$ cat config.mk
export PLATFORM = sky130hd
export DESIGN_NAME = sdtc_core
export DESIGN_NICKNAME = d
export VERILOG_FILES = /design/src/logic/sdtc_pkg.sv /design/src/logic/sdtc_core.sv
export VERILOG_INCLUDE_DIRS = /design/src /design/src/logic
export SDC_FILE = /design/constraint.sdc
export NUM_CORES = 1
export LEC_CHECK = 0
export ABC_AREA = 1
export BUFFER_PORTS_ARGS = -buffer_cell sky130_fd_sc_hd__buf_2
export CORE_MARGIN = 2
export CORE_UTILIZATION = 30
export DETAILED_ROUTE_END_ITERATION = 10
export GPL_TIMING_DRIVEN = 0
export PLACE_DENSITY_LB_ADDON = 0.12
export SLEW_MARGIN = 20
export SYNTH_ARGS = -nofsm -noshare
export SYNTH_HDL_FRONTEND = slang
export SYNTH_SLANG_ARGS = --single-unit
$ cat constraint.sdc
create_clock -name sys_clk -period 3.2 [get_ports sys_clk]
set_clock_uncertainty 0.2 [all_clocks]
set_input_delay 0.16 -clock sys_clk [delete_from_list [all_inputs] [get_ports sys_clk]]
set_output_delay 0.16 -clock sys_clk [all_outputs]
set_load 0.1 [all_outputs]
$ cat src/logic/sdtc_regs.svh
// Functional notes
// RL1 - Refresh count loads an interval timer; each expiry pulses a refresh burst.
// RL2 - No refresh at all until software has written the refresh count.
// RL3 - Timer reloads after each pulse, repeating while the count is nonzero.
// RL4 - Column field 00..11 selects 8..11 column bits; reset selects 8.
// RL5 - Row field 00..10 selects 11..13 row bits; 11 reserved; reset 11.
// RL6 - Bank bit 0 selects two banks, 1 selects four; reset two.
// RL7 - CAS latency codes 01,10,11 give 1..3 cycles; 00 reserved; reset 2.
// RL8 - Bus width bit 0 selects 32 bits, 1 selects 16; reset 16.
// RL9 - Write recovery lasts the programmed 0..15 cycles; reset 2.
// RL10 - Refresh to activate waits programmed 0..15 cycles; reset 7.
// RL11 - After precharge wait programmed 0..15 cycles before any command; reset 3.
// RL12 - Activate to read or write waits programmed 0..15 cycles; reset 2.
// RL13 - Activate to precharge keeps at least programmed 0..15 cycles; reset 5.
// RL14 - After clock enable rises leaving self-refresh, wait programmed cycles before activate.
// RL15 - Low-power select 00 never issues power-down, self-refresh or deep power-down.
// RL16 - Select 01 enters self-refresh, stops clock, drops clock enable; exits per access.
// RL17 - Select 10 powers down after each access, clock enable low, exits on access.
// RL18 - Select 11 issues deep power-down; meant for low-power parts only.
// RL19 - Partial array setting is handed to low-power memory during initialization.
// RL20 - Temperature refresh and drive strength settings are handed over during initialization.
// RL21 - Low-power entry after last transfer: immediately, 64 or 128 clocks; 11 reserved.
// RL22 - Writing 1 to enable register bit sets the interrupt mask; 0 no effect.
// RL23 - Writing 1 to disable register bit clears the interrupt mask; 0 no effect.
// RL24 - Refresh error sets a status flag that clears when status is read.
// RL25 - Read-only mask bit shows whether refresh error interrupt is enabled.
// RL26 - Self-refresh lasts at least the activate-to-precharge time before exit.
`ifndef SDTC_REGS_SVH
`define SDTC_REGS_SVH
`define SDTC_OFS_REFRESH    8'h04
`define SDTC_OFS_GEOMETRY   8'h08
`define SDTC_OFS_LOWPOWER   8'h10
`define SDTC_OFS_IRQ_EN     8'h14
`define SDTC_OFS_IRQ_DIS    8'h18
`define SDTC_OFS_IRQ_MASK   8'h1C
`define SDTC_OFS_IRQ_STAT   8'h20
`define SDTC_RST_REFRESH    32'h0000_0000
`define SDTC_RST_GEOMETRY   32'h8523_72C0
`define SDTC_RST_LOWPOWER   32'h0000_0000
`define SDTC_LP_TIMEOUT_64  8'h40
`define SDTC_LP_TIMEOUT_128 8'h80
`define SDTC_BIT_REFRESH_ERR 0
`endif

$ cat src/logic/sdtc_pkg.sv
package sdtc_pkg;
  typedef enum logic [8:0] {
    SDTC_ST_IDLE  = 9'h001,
    SDTC_ST_ACT   = 9'h002,
    SDTC_ST_XFER  = 9'h004,
    SDTC_ST_PRE   = 9'h008,
    SDTC_ST_REF   = 9'h010,
    SDTC_ST_SREF  = 9'h020,
    SDTC_ST_SRX   = 9'h040,
    SDTC_ST_PDN   = 9'h080,
    SDTC_ST_DPD   = 9'h100
  } sdtc_state_e;

  typedef enum logic [2:0] {
    SDTC_CMD_NOP    = 3'h0,
    SDTC_CMD_ACT    = 3'h1,
    SDTC_CMD_RW     = 3'h2,
    SDTC_CMD_PRE    = 3'h3,
    SDTC_CMD_REF    = 3'h4,
    SDTC_CMD_SREF   = 3'h5,
    SDTC_CMD_PDN    = 3'h6,
    SDTC_CMD_DPD    = 3'h7
  } sdtc_cmd_e;

  typedef struct packed {
    logic [3:0] col_bits;
    logic [3:0] row_bits;
    logic [2:0] banks;
    logic [1:0] cas_cycles;
    logic [5:0] bus_bits;
  } sdtc_geom_s;

  typedef struct packed {
    logic [2:0] partial_array_setting;
    logic [1:0] temp_comp_refresh_setting;
    logic [1:0] drive_strength_setting;
  } sdtc_ext_s;
endpackage : sdtc_pkg

$ cat src/logic/sdtc_core.sv
// Added by the designer: the register addresses and register access over APB.
`timescale 1ns/10ps
`default_nettype none
`include "sdtc_regs.svh"
module sdtc_core
  import sdtc_pkg::*;
#(
  parameter int REF_W = 12
) (
  // Clock and reset.
  input  wire logic        sys_clk,
  input  wire logic        rst_b,
  // APB slave.
  input  wire logic        psel,
  input  wire logic        penable,
  input  wire logic        pwrite,
  input  wire logic [7:0]  paddr,
  input  wire logic [31:0] pwdata,
  output var  logic [31:0] prdata,
  output var  logic        pready,
  output var  logic        pslverr,
  // Access requests from the memory port.
  input  wire logic        acc_req,
  input  wire logic        acc_write,
  output var  logic        acc_done,
  // Memory command side.
  output var  sdtc_cmd_e   mem_cmd,
  output var  logic        mem_clock_enable_out,
  output var  logic        mem_clock_run,
  // Configuration handed to the address and init logic, plus the refresh error flag and interrupt mask.
  output var  sdtc_geom_s  geom,
  output var  sdtc_ext_s   ext_mode,
  output var  logic        refresh_error_flag,
  output var  logic        refresh_irq_mask
);

  if (REF_W < 1 || REF_W > 16) begin : g_bad_ref_w
    $error("REF_W out of range");
  end

  //////////////////////////////////////////////////////////////////////////////
  function automatic logic [3:0] col_decode(input logic [1:0] code);
    col_decode = 4'(4'h8 + {2'h0, code});
  endfunction

  function automatic logic [3:0] row_decode(input logic [1:0] code);
    row_decode = (code == 2'h3) ? 4'h0 : 4'(4'hB + {2'h0, code});
  endfunction

  //////////////////////////////////////////////////////////////////////////////
  logic [REF_W-1:0] refresh_count_ff;
  logic             refresh_written_ff;
  logic [31:0]      geom_cfg_ff;
  logic [31:0]      lp_cfg_ff;
  logic             mask_ff;
  logic             err_ff;
  logic [31:0]      prdata_ff;
  logic             pready_ff;
  logic             pslverr_ff;

  logic setup;
  logic wr_en;
  logic rd_stat;
  logic mapped;
  assign setup   = psel & ~penable;
  assign wr_en   = psel & penable & pready_ff & pwrite;
  assign rd_stat = psel & penable & pready_ff & ~pwrite & (paddr == `SDTC_OFS_IRQ_STAT);
  assign mapped  = (paddr == `SDTC_OFS_REFRESH) | (paddr == `SDTC_OFS_GEOMETRY) |
                   (paddr == `SDTC_OFS_LOWPOWER) | (paddr == `SDTC_OFS_IRQ_EN) |
                   (paddr == `SDTC_OFS_IRQ_DIS) | (paddr == `SDTC_OFS_IRQ_MASK) |
                   (paddr == `SDTC_OFS_IRQ_STAT);

  // Configuration registers take writes on the access phase.
  always_ff @(posedge sys_clk or negedge rst_b) begin
    if (!rst_b) begin
      refresh_count_ff   <= '0;
      refresh_written_ff <= 1'b0;
      geom_cfg_ff        <= `SDTC_RST_GEOMETRY;
      lp_cfg_ff          <= `SDTC_RST_LOWPOWER;
    end else if (wr_en) begin
      if (paddr == `SDTC_OFS_REFRESH) begin
        refresh_count_ff   <= pwdata[REF_W-1:0];
        refresh_written_ff <= 1'b1; // see RL2
      end
      if (paddr == `SDTC_OFS_GEOMETRY) begin
        geom_cfg_ff <= pwdata;
      end
      if (paddr == `SDTC_OFS_LOWPOWER) begin
        lp_cfg_ff <= pwdata & 32'h0000_3F73;
      end
    end
  end

  // Interrupt mask.
  always_ff @(posedge sys_clk or negedge rst_b) begin
    if (!rst_b) begin
      mask_ff <= 1'b0;
    end else if (wr_en && paddr == `SDTC_OFS_IRQ_EN && pwdata[`SDTC_BIT_REFRESH_ERR]) begin
      mask_ff <= 1'b1; // see RL22
    end else if (wr_en && paddr == `SDTC_OFS_IRQ_DIS && pwdata[`SDTC_BIT_REFRESH_ERR]) begin
      mask_ff <= 1'b0; // see RL23
    end
  end

  // Read data and response are prepared in the setup phase.
  always_ff @(posedge sys_clk or negedge rst_b) begin
    if (!rst_b) begin
      prdata_ff  <= '0;
      pready_ff  <= 1'b0;
      pslverr_ff <= 1'b0;
    end else begin
      pready_ff  <= setup;
      pslverr_ff <= setup & ~mapped;
      if (setup && !pwrite) begin
        unique case (paddr)
          `SDTC_OFS_REFRESH:  prdata_ff <= 32'(refresh_count_ff);
          `SDTC_OFS_GEOMETRY: prdata_ff <= geom_cfg_ff;
          `SDTC_OFS_LOWPOWER: prdata_ff <= lp_cfg_ff;
          `SDTC_OFS_IRQ_MASK: prdata_ff <= {31'h0, mask_ff}; // see RL25
          `SDTC_OFS_IRQ_STAT: prdata_ff <= {31'h0, err_ff};
          default:            prdata_ff <= '0;
        endcase
      end
    end
  end

  //////////////////////////////////////////////////////////////////////////////
  logic [REF_W-1:0] ref_timer_ff;
  logic             ref_pend_ff;
  logic             ref_tick;
  logic             ref_taken;
  logic             ref_drop;
  assign ref_tick = refresh_written_ff && (refresh_count_ff != '0) && (ref_timer_ff == '0);

  // Interval timer reloads on every expiry and on a new count.
  always_ff @(posedge sys_clk or negedge rst_b) begin
    if (!rst_b) begin
      ref_timer_ff <= '0;
    end else if (wr_en && paddr == `SDTC_OFS_REFRESH) begin
      ref_timer_ff <= pwdata[REF_W-1:0]; // see RL1
    end else if (ref_tick) begin
      ref_timer_ff <= refresh_count_ff; // see RL3
    end else if (refresh_written_ff && ref_timer_ff != '0) begin
      ref_timer_ff <= ref_timer_ff - 1'b1;
    end
  end

  // A tick that finds the previous burst still pending is a refresh error, except in self-refresh or deep power-down.
  always_ff @(posedge sys_clk or negedge rst_b) begin
    if (!rst_b) begin
      ref_pend_ff <= 1'b0;
      err_ff      <= 1'b0;
    end else begin
      if (ref_tick) begin
        ref_pend_ff <= 1'b1; // see RL1
      end else if (ref_taken || ref_drop) begin
        ref_pend_ff <= 1'b0;
      end
      if (ref_tick && ref_pend_ff && !ref_drop) begin
        err_ff <= 1'b1; // see RL24
      end else if (rd_stat) begin
        err_ff <= 1'b0;
      end
    end
  end

  //////////////////////////////////////////////////////////////////////////////
  logic [3:0] c_twr;
  logic [3:0] c_trc;
  logic [3:0] c_trp;
  logic [3:0] c_activate_to_access_cycles;
  logic [3:0] c_activate_to_precharge_cycles;
  logic [3:0] c_selfrefresh_exit_cycles;
  logic [1:0] lp_sel;
  logic [1:0] lp_tmo;
  assign c_twr  = geom_cfg_ff[11:8];
  assign c_trc  = geom_cfg_ff[15:12];
  assign c_trp  = geom_cfg_ff[19:16];
  assign c_activate_to_access_cycles = geom_cfg_ff[23:20];
  assign c_activate_to_precharge_cycles = geom_cfg_ff[27:24];
  assign c_selfrefresh_exit_cycles = geom_cfg_ff[31:28];
  assign lp_sel = lp_cfg_ff[1:0];
  assign lp_tmo = lp_cfg_ff[13:12];

  sdtc_state_e state_ff;
  sdtc_cmd_e   cmd_ff;
  logic [3:0]  wait_ff;
  logic [3:0]  ras_ff;
  logic [7:0]  idle_ff;
  logic        wr_ff;
  logic        cke_ff;
  logic        clk_run_ff;
  logic        done_ff;
  logic        lp_due;

  // Idle time since the sequencer last returned to idle or saw a request, for the low-power timeout.
  always_ff @(posedge sys_clk or negedge rst_b) begin
    if (!rst_b) begin
      idle_ff <= '0;
    end else if (state_ff != SDTC_ST_IDLE || acc_req) begin
      idle_ff <= '0;
    end else if (idle_ff != 8'hFF) begin
      idle_ff <= idle_ff + 1'b1;
    end
  end

  always_comb begin
    unique case (lp_tmo)
      2'h0:    lp_due = 1'b1; // see RL21
      2'h1:    lp_due = (idle_ff >= `SDTC_LP_TIMEOUT_64);
      2'h2:    lp_due = (idle_ff >= `SDTC_LP_TIMEOUT_128);
      default: lp_due = 1'b0;
    endcase
  end

  assign ref_taken = (state_ff == SDTC_ST_IDLE) && ref_pend_ff;
  assign ref_drop  = (state_ff == SDTC_ST_SREF) || (state_ff == SDTC_ST_DPD);

  // Activate-to-precharge minimum, also the self-refresh minimum stay.
  always_ff @(posedge sys_clk or negedge rst_b) begin
    if (!rst_b) begin
      ras_ff <= '0;
    end else if (cmd_ff == SDTC_CMD_ACT || cmd_ff == SDTC_CMD_SREF) begin
      ras_ff <= (c_activate_to_precharge_cycles == 4'h0) ? 4'h0 : c_activate_to_precharge_cycles - 1'b1; // see RL13 RL26
    end else if (ras_ff != '0) begin
      ras_ff <= ras_ff - 1'b1;
    end
  end

  // Command sequencer.
  always_ff @(posedge sys_clk or negedge rst_b) begin
    if (!rst_b) begin
      state_ff   <= SDTC_ST_IDLE;
      cmd_ff     <= SDTC_CMD_NOP;
      wait_ff    <= '0;
      wr_ff      <= 1'b0;
      cke_ff     <= 1'b1;
      clk_run_ff <= 1'b1;
      done_ff    <= 1'b0;
    end else begin
      cmd_ff  <= SDTC_CMD_NOP;
      done_ff <= 1'b0;
      if (wait_ff != '0) begin
        wait_ff <= wait_ff - 1'b1;
      end
      unique case (state_ff)
        SDTC_ST_IDLE: begin
          if (ref_pend_ff) begin
            cmd_ff   <= SDTC_CMD_REF;
            wait_ff  <= c_trc; // see RL10
            state_ff <= SDTC_ST_REF;
          end else if (acc_req && !done_ff) begin
            // A request still held while completion is reported is the finished one.
            cmd_ff   <= SDTC_CMD_ACT;
            wr_ff    <= acc_write;
            wait_ff  <= c_activate_to_access_cycles; // see RL12
            state_ff <= SDTC_ST_ACT;
          end else if (lp_sel != 2'h0 && lp_due) begin // see RL15
            cke_ff <= 1'b0;
            unique case (lp_sel)
              2'h1: begin
                cmd_ff     <= SDTC_CMD_SREF;
                clk_run_ff <= 1'b0; // see RL16
                state_ff   <= SDTC_ST_SREF;
              end
              2'h2: begin
                cmd_ff   <= SDTC_CMD_PDN; // see RL17
                state_ff <= SDTC_ST_PDN;
              end
              default: begin
                cmd_ff   <= SDTC_CMD_DPD; // see RL18
                state_ff <= SDTC_ST_DPD;
              end
            endcase
          end
        end
        SDTC_ST_ACT: begin
          if (wait_ff == '0) begin
            cmd_ff   <= SDTC_CMD_RW;
            wait_ff  <= wr_ff ? c_twr : {2'h0, geom_cfg_ff[6:5]}; // see RL9 RL7
            state_ff <= SDTC_ST_XFER;
          end
        end
        SDTC_ST_XFER: begin
          if (wait_ff == '0 && ras_ff == '0) begin
            cmd_ff   <= SDTC_CMD_PRE; // see RL13
            wait_ff  <= c_trp; // see RL11
            state_ff <= SDTC_ST_PRE;
          end
        end
        SDTC_ST_PRE, SDTC_ST_REF: begin
          if (wait_ff == '0) begin
            done_ff  <= (state_ff == SDTC_ST_PRE);
            state_ff <= SDTC_ST_IDLE;
          end
        end
        SDTC_ST_SREF: begin
          if (acc_req && ras_ff == '0) begin
            cke_ff     <= 1'b1;
            clk_run_ff <= 1'b1;
            wait_ff    <= c_selfrefresh_exit_cycles; // see RL14
            state_ff   <= SDTC_ST_SRX;
          end
        end
        SDTC_ST_SRX: begin
          if (wait_ff == '0) begin
            state_ff <= SDTC_ST_IDLE;
          end
        end
        SDTC_ST_PDN: begin
          if (acc_req || ref_pend_ff || lp_sel != 2'h2) begin
            cke_ff   <= 1'b1; // see RL17
            state_ff <= SDTC_ST_IDLE;
          end
        end
        SDTC_ST_DPD: begin
          if (lp_sel != 2'h3) begin
            cke_ff   <= 1'b1;
            state_ff <= SDTC_ST_IDLE;
          end
        end
        default: begin
          state_ff <= SDTC_ST_IDLE;
        end
      endcase
    end
  end

  //////////////////////////////////////////////////////////////////////////////
  sdtc_geom_s geom_ff;
  sdtc_ext_s  ext_ff;
  logic       err_out_ff;
  logic       mask_out_ff;

  // Decoded geometry and low-power memory settings, registered for output.
  always_ff @(posedge sys_clk or negedge rst_b) begin
    if (!rst_b) begin
      geom_ff     <= '0;
      ext_ff      <= '0;
      err_out_ff  <= 1'b0;
      mask_out_ff <= 1'b0;
    end else begin
      geom_ff.col_bits   <= col_decode(geom_cfg_ff[1:0]); // see RL4
      geom_ff.row_bits   <= row_decode(geom_cfg_ff[3:2]); // see RL5
      geom_ff.banks      <= geom_cfg_ff[4] ? 3'h4 : 3'h2; // see RL6
      geom_ff.cas_cycles <= geom_cfg_ff[6:5]; // see RL7
      geom_ff.bus_bits   <= geom_cfg_ff[7] ? 6'h10 : 6'h20; // see RL8
      ext_ff.partial_array_setting     <= lp_cfg_ff[6:4]; // see RL19
      ext_ff.temp_comp_refresh_setting <= lp_cfg_ff[9:8]; // see RL20
      ext_ff.drive_strength_setting    <= lp_cfg_ff[11:10]; // see RL20
      err_out_ff  <= err_ff;
      mask_out_ff <= mask_ff;
    end
  end

  assign prdata               = prdata_ff;
  assign pready               = pready_ff;
  assign pslverr              = pslverr_ff;
  assign acc_done             = done_ff;
  assign mem_cmd              = cmd_ff;
  assign mem_clock_enable_out = cke_ff;
  assign mem_clock_run        = clk_run_ff;
  assign geom                 = geom_ff;
  assign ext_mode             = ext_ff;
  assign refresh_error_flag   = err_out_ff;
  assign refresh_irq_mask     = mask_out_ff;

endmodule // sdtc_core
`default_nettype wire

==> results.txt <==
----------------------------------------------------
[Timing]
  Setup violation total in the final timing report ... 0
  Final sum of negative setup slack ... 0 ns
  Max transition margin ... 43.1%
  Highest clock rate ... ~420 MHz
  Ratio of final minimum period to clock period ... between 70% and 80%
  Actual slew at the worst max-slew pin ... 0.854 ns
  Worst Setup Slack, final ... 0.803 ns
  Final hold vios ... 0
  Unrepaired setup endpoints after global routing ... false
  Final count of pins violating max slew ... 0
  Crit path time final ... ~2.4 ns

[Clock network]
  CTS clock-pin slew for the worst setup and hold paths ... 0.06 ns
  Clock latency at the later pin of the worst-skew pair ... between 0.4 and 0.5 ns
  CTS Buffer Depth ... 2
  Clock root cell ... sky130_fd_sc_hd__clkbuf_16
  Post-CTS Repair Setup Buffers ... 0
  TritonCTS clock tree ... built
  CTS Hold Buffers Added ... 45
  Clock sink count ... roughly 160
  Post-CTS resize count ... 0
  H-tree depth ... 4
  Number of CTS-inserted buffers ... 17

[Worst setup path]
  Data arrival time at the worst-slack endpoint ... 2.50 ns
  Critical path launch point ... paddr[6]
  Worst Path Required ... 3.30 ns
  Worst reg2reg path depth ... 11
  Max FO, Critical Path ... 3
  Endpoint class of the critical path ... register
  Setup slack of the worst register-to-register path ... between 0.9 and 1 ns
  End of the critical path ... err_ff$_DFFE_PN0P_
  Crit path launch type ... input pin
  Category of the critical setup timing path ... input pin to register
  Worst R2R Start ... wait_ff[0]$_DFF_PN0_
  End of the worst register-to-register path ... state_ff[4]$_DFFE_PN0P_

[Detailed routing]
  Post-route antenna net violation count ... 0
  Drt initial violations ... 416
  1st-pass router iterations ... 8
  WL/cell ... 16.1 µm
  Post-DR vias/cell ... 4.60
  Wirelength, routed ... 24300 µm
  Detailed-route via count ... 6959
  Post-detailed-route DRC marker count ... 4

[Logic synthesis]
  Number of distinct standard cells referenced by the synthesized netlist ... 44
  Count of flip-flops with a built-in enable after synthesis ... 0
  Mean area per synthesized cell ... 8.13 µm²
  Number of storage elements in the synthesis netlist ... 159
  Count of warnings emitted by yosys ... 0
  Leading cell type by number of instances after synthesis ... sky130_fd_sc_hd__nand2_1
  Netlist area before placement ... 0.00802 mm²
  Cell accounting for the most synthesized area ... sky130_fd_sc_hd__dfrtp_1
  Main flop type after synthesis ... sky130_fd_sc_hd__dfrtp_1
  Post-synthesis async set-or-reset flop share ... 100%
  Cell types with the largest area share after synthesis ... sky130_fd_sc_hd__dfrtp_1, sky130_fd_sc_hd__nand2_1, sky130_fd_sc_hd__nor2_1
  Part of the Yosys area used for sequential elements ... between 40% and 50%
  Synthesized instance count ... around 1000
  Post-synth top area share ... around 45%
  Commonest cells in the synthesized netlist ... sky130_fd_sc_hd__nand2_1, sky130_fd_sc_hd__dfrtp_1, sky130_fd_sc_hd__nor2_1

[Layout]
  Layout cells sized above 1 ... roughly a fifth
  Fill cell count ... 2809
  Layout-stage area growth over the synthesis result ... 25.9%
  Number of nets at the end of the flow ... 1225
  Fin cells ... around 1500
  Diodes inserted ... 0

[GRT]
  Maximum number of pins on one net before global-route repair ... 85
  Wire length of the first global-routing pass ... 38900 µm
  Number of global-route vias before repair ... 6881
  Grt ovf ... 0
  Initial antenna violation count ... 0
  Gr usage total ... 17.9%

[Flow run]
  Max Cap Viol ... 0

[Floorplanning]
  Starting Density ... 30.7%
  Y dimension of the die ... 167 µm
  Die footprint ... around 0.028 mm²
  Die outline width ... 167 µm
  Number of rows created at floorplan ... a little under 60
  Core Footprint ... 0.0261 mm²
  Top-Level Pins ... 115

[Placed design]
  Placed cells ... 1435
  HPWL after detailed placement ... 18400 µm
  Port buffer count ... 108
  Global placer's final weighted congestion ... 0.849
  Placement Setup Slack ... 0.986 ns

[Power and ir drop]
  Worst vdd ir ... 317 µV
  Overall power consumption ... 6.56 mW
  PD cells ... around 650 mW/mm²
  Static leakage ... 5.26 nW

[Hold path]
  Startpoint of the lowest-slack hold path ... paddr[4]
  Worst hold-check path type ... input pin to register

[Run status]
  Run status ... complete, but fails checks
  Failing checks ... design-rule violations

----------------------------------------------------
==> power breakdown <==
part	internal, mW	switching (mW)
combinational	0.684	1.40
sequential	2.20	0.160
clock	1.25	0.860
==> stage by stage <==
step / hold slack, ns / util (%) / area, µm²
6_report: 0.0155 / 38.6 / 10100
5_1_grt: 0.0625 / 38.6 / 10100
4_1_cts: 0.0171 / 38.6 / 10100
3_5_place_dp: 0.0217 / 34.6 / 9030
3_3_place_gp: 0.179 / 34.4 / 9000
2_1_floorplan: -0.336 / - / 8040
==> logic make-up after synthesis <==
family,share of synthesized area [%]
xor gates and xnor gates,0.655
and+or+nand+nor,27.4
other,0.0937
AOI/OAI and AO/OA,11.3
muxes,0.187
DFF,49.9
buffers and inverters,8.32
adders and majority gates,2.18
==> metal layers <==
metal | vias up | track usage, % | wire [µm]
li1 | 3488 | - | -
met1 | 3333 | 24.0 | 11100
met2 | 128 | 30.8 | 12200
met3 | 10 | 2.86 | 840
met4 | 0 | 3.21 | 130
met5 | - | 0 | 0
==> layout make-up <==
class / count / area [µm²] / area share [%]
buffer: 29 / 181 / 1.80
clock buffer: 20 / 447 / 4.43
clock inverter: 12 / 160 / 1.59
inverter: 129 / 485 / 4.81
multi-input combinational: 674 / 3370 / 33.4
sequential: 159 / 4000 / 39.6
tap: 335 / 419 / 4.15
timing repair buffer: 154 / 1030 / 10.2
==> worst min-delay path by stage <==
stage | slack (ns) | to | cells after the start
after floorplan | -0.34 | acc_done$_DFF_PN0_ | 0
final | 0.02 | prdata[0]$_DFFE_PN0P_ | 6
after global placement | 0.18 | pready$_DFF_PN0_ | 2
after detailed placement | 0.02 | prdata[25]$_DFFE_PN0P_ | 1
after global routing | 0.06 | prdata[0]$_DFFE_PN0P_ | 6
after CTS | 0.02 | prdata[0]$_DFFE_PN0P_ | 6
==> flip-flops by register name, indices dropped and copies added, names as in the netlist, 3 cells and up <==
name,flops
lp_cfg_ff,11
ras_ff,4
wait_ff,4
geom,13
geom_cfg_ff,32
state_ff,9
idle_ff,8
refresh_count_ff,12
mem_cmd,3
prdata,32
ref_timer_ff,12
ext_mode,7
==> critical path, cell delays in order <==
cell and delay, ns:
sky130_fd_sc_hd__dlygate4sd3_1 0.53, sky130_fd_sc_hd__buf_2 0.13, sky130_fd_sc_hd__nor2_2 0.13, sky130_fd_sc_hd__dlygate4sd3_1 0.57
sky130_fd_sc_hd__nand2_1 0.05, sky130_fd_sc_hd__nor2_1 0.17, sky130_fd_sc_hd__dlygate4sd3_1 0.58, sky130_fd_sc_hd__nand2_1 0.05
sky130_fd_sc_hd__nand2_1 0.05, sky130_fd_sc_hd__o21ai_0 0.08
==> layout by cell type (no fill, tap or decap), types with 3 or more instances in the layout <==
cell type and n:
sky130_fd_sc_hd__o211ai_1 5, sky130_fd_sc_hd__xor2_1 6, sky130_fd_sc_hd__nor2_2 10, sky130_fd_sc_hd__nor2_4 8
sky130_fd_sc_hd__o21ai_1 15, sky130_fd_sc_hd__buf_4 10, sky130_fd_sc_hd__o21ai_0 55, sky130_fd_sc_hd__nand3_2 5
sky130_fd_sc_hd__clkinvlp_4 4, sky130_fd_sc_hd__dlygate4sd3_1 45, sky130_fd_sc_hd__nand3_1 43, sky130_fd_sc_hd__bufinv_16 3
sky130_fd_sc_hd__a21oi_1 40, sky130_fd_sc_hd__dfrtp_1 144, sky130_fd_sc_hd__ha_1 14, sky130_fd_sc_hd__nand3b_1 7
sky130_fd_sc_hd__or2_2 5, sky130_fd_sc_hd__nand2_1 255, sky130_fd_sc_hd__nor3_1 13, sky130_fd_sc_hd__inv_1 105
sky130_fd_sc_hd__nor2_1 111, sky130_fd_sc_hd__nand4_1 16, sky130_fd_sc_hd__buf_2 111, sky130_fd_sc_hd__a21oi_2 9
sky130_fd_sc_hd__conb_1 7, sky130_fd_sc_hd__inv_2 23, sky130_fd_sc_hd__clkbuf_1 13, sky130_fd_sc_hd__o22ai_1 3
sky130_fd_sc_hd__nand2_2 11, sky130_fd_sc_hd__o31ai_1 18, sky130_fd_sc_hd__buf_6 4, sky130_fd_sc_hd__dfstp_2 15
sky130_fd_sc_hd__clkinv_4 3, sky130_fd_sc_hd__clkbuf_16 17
No activity file was read; power rests on OpenSTA's default activity.
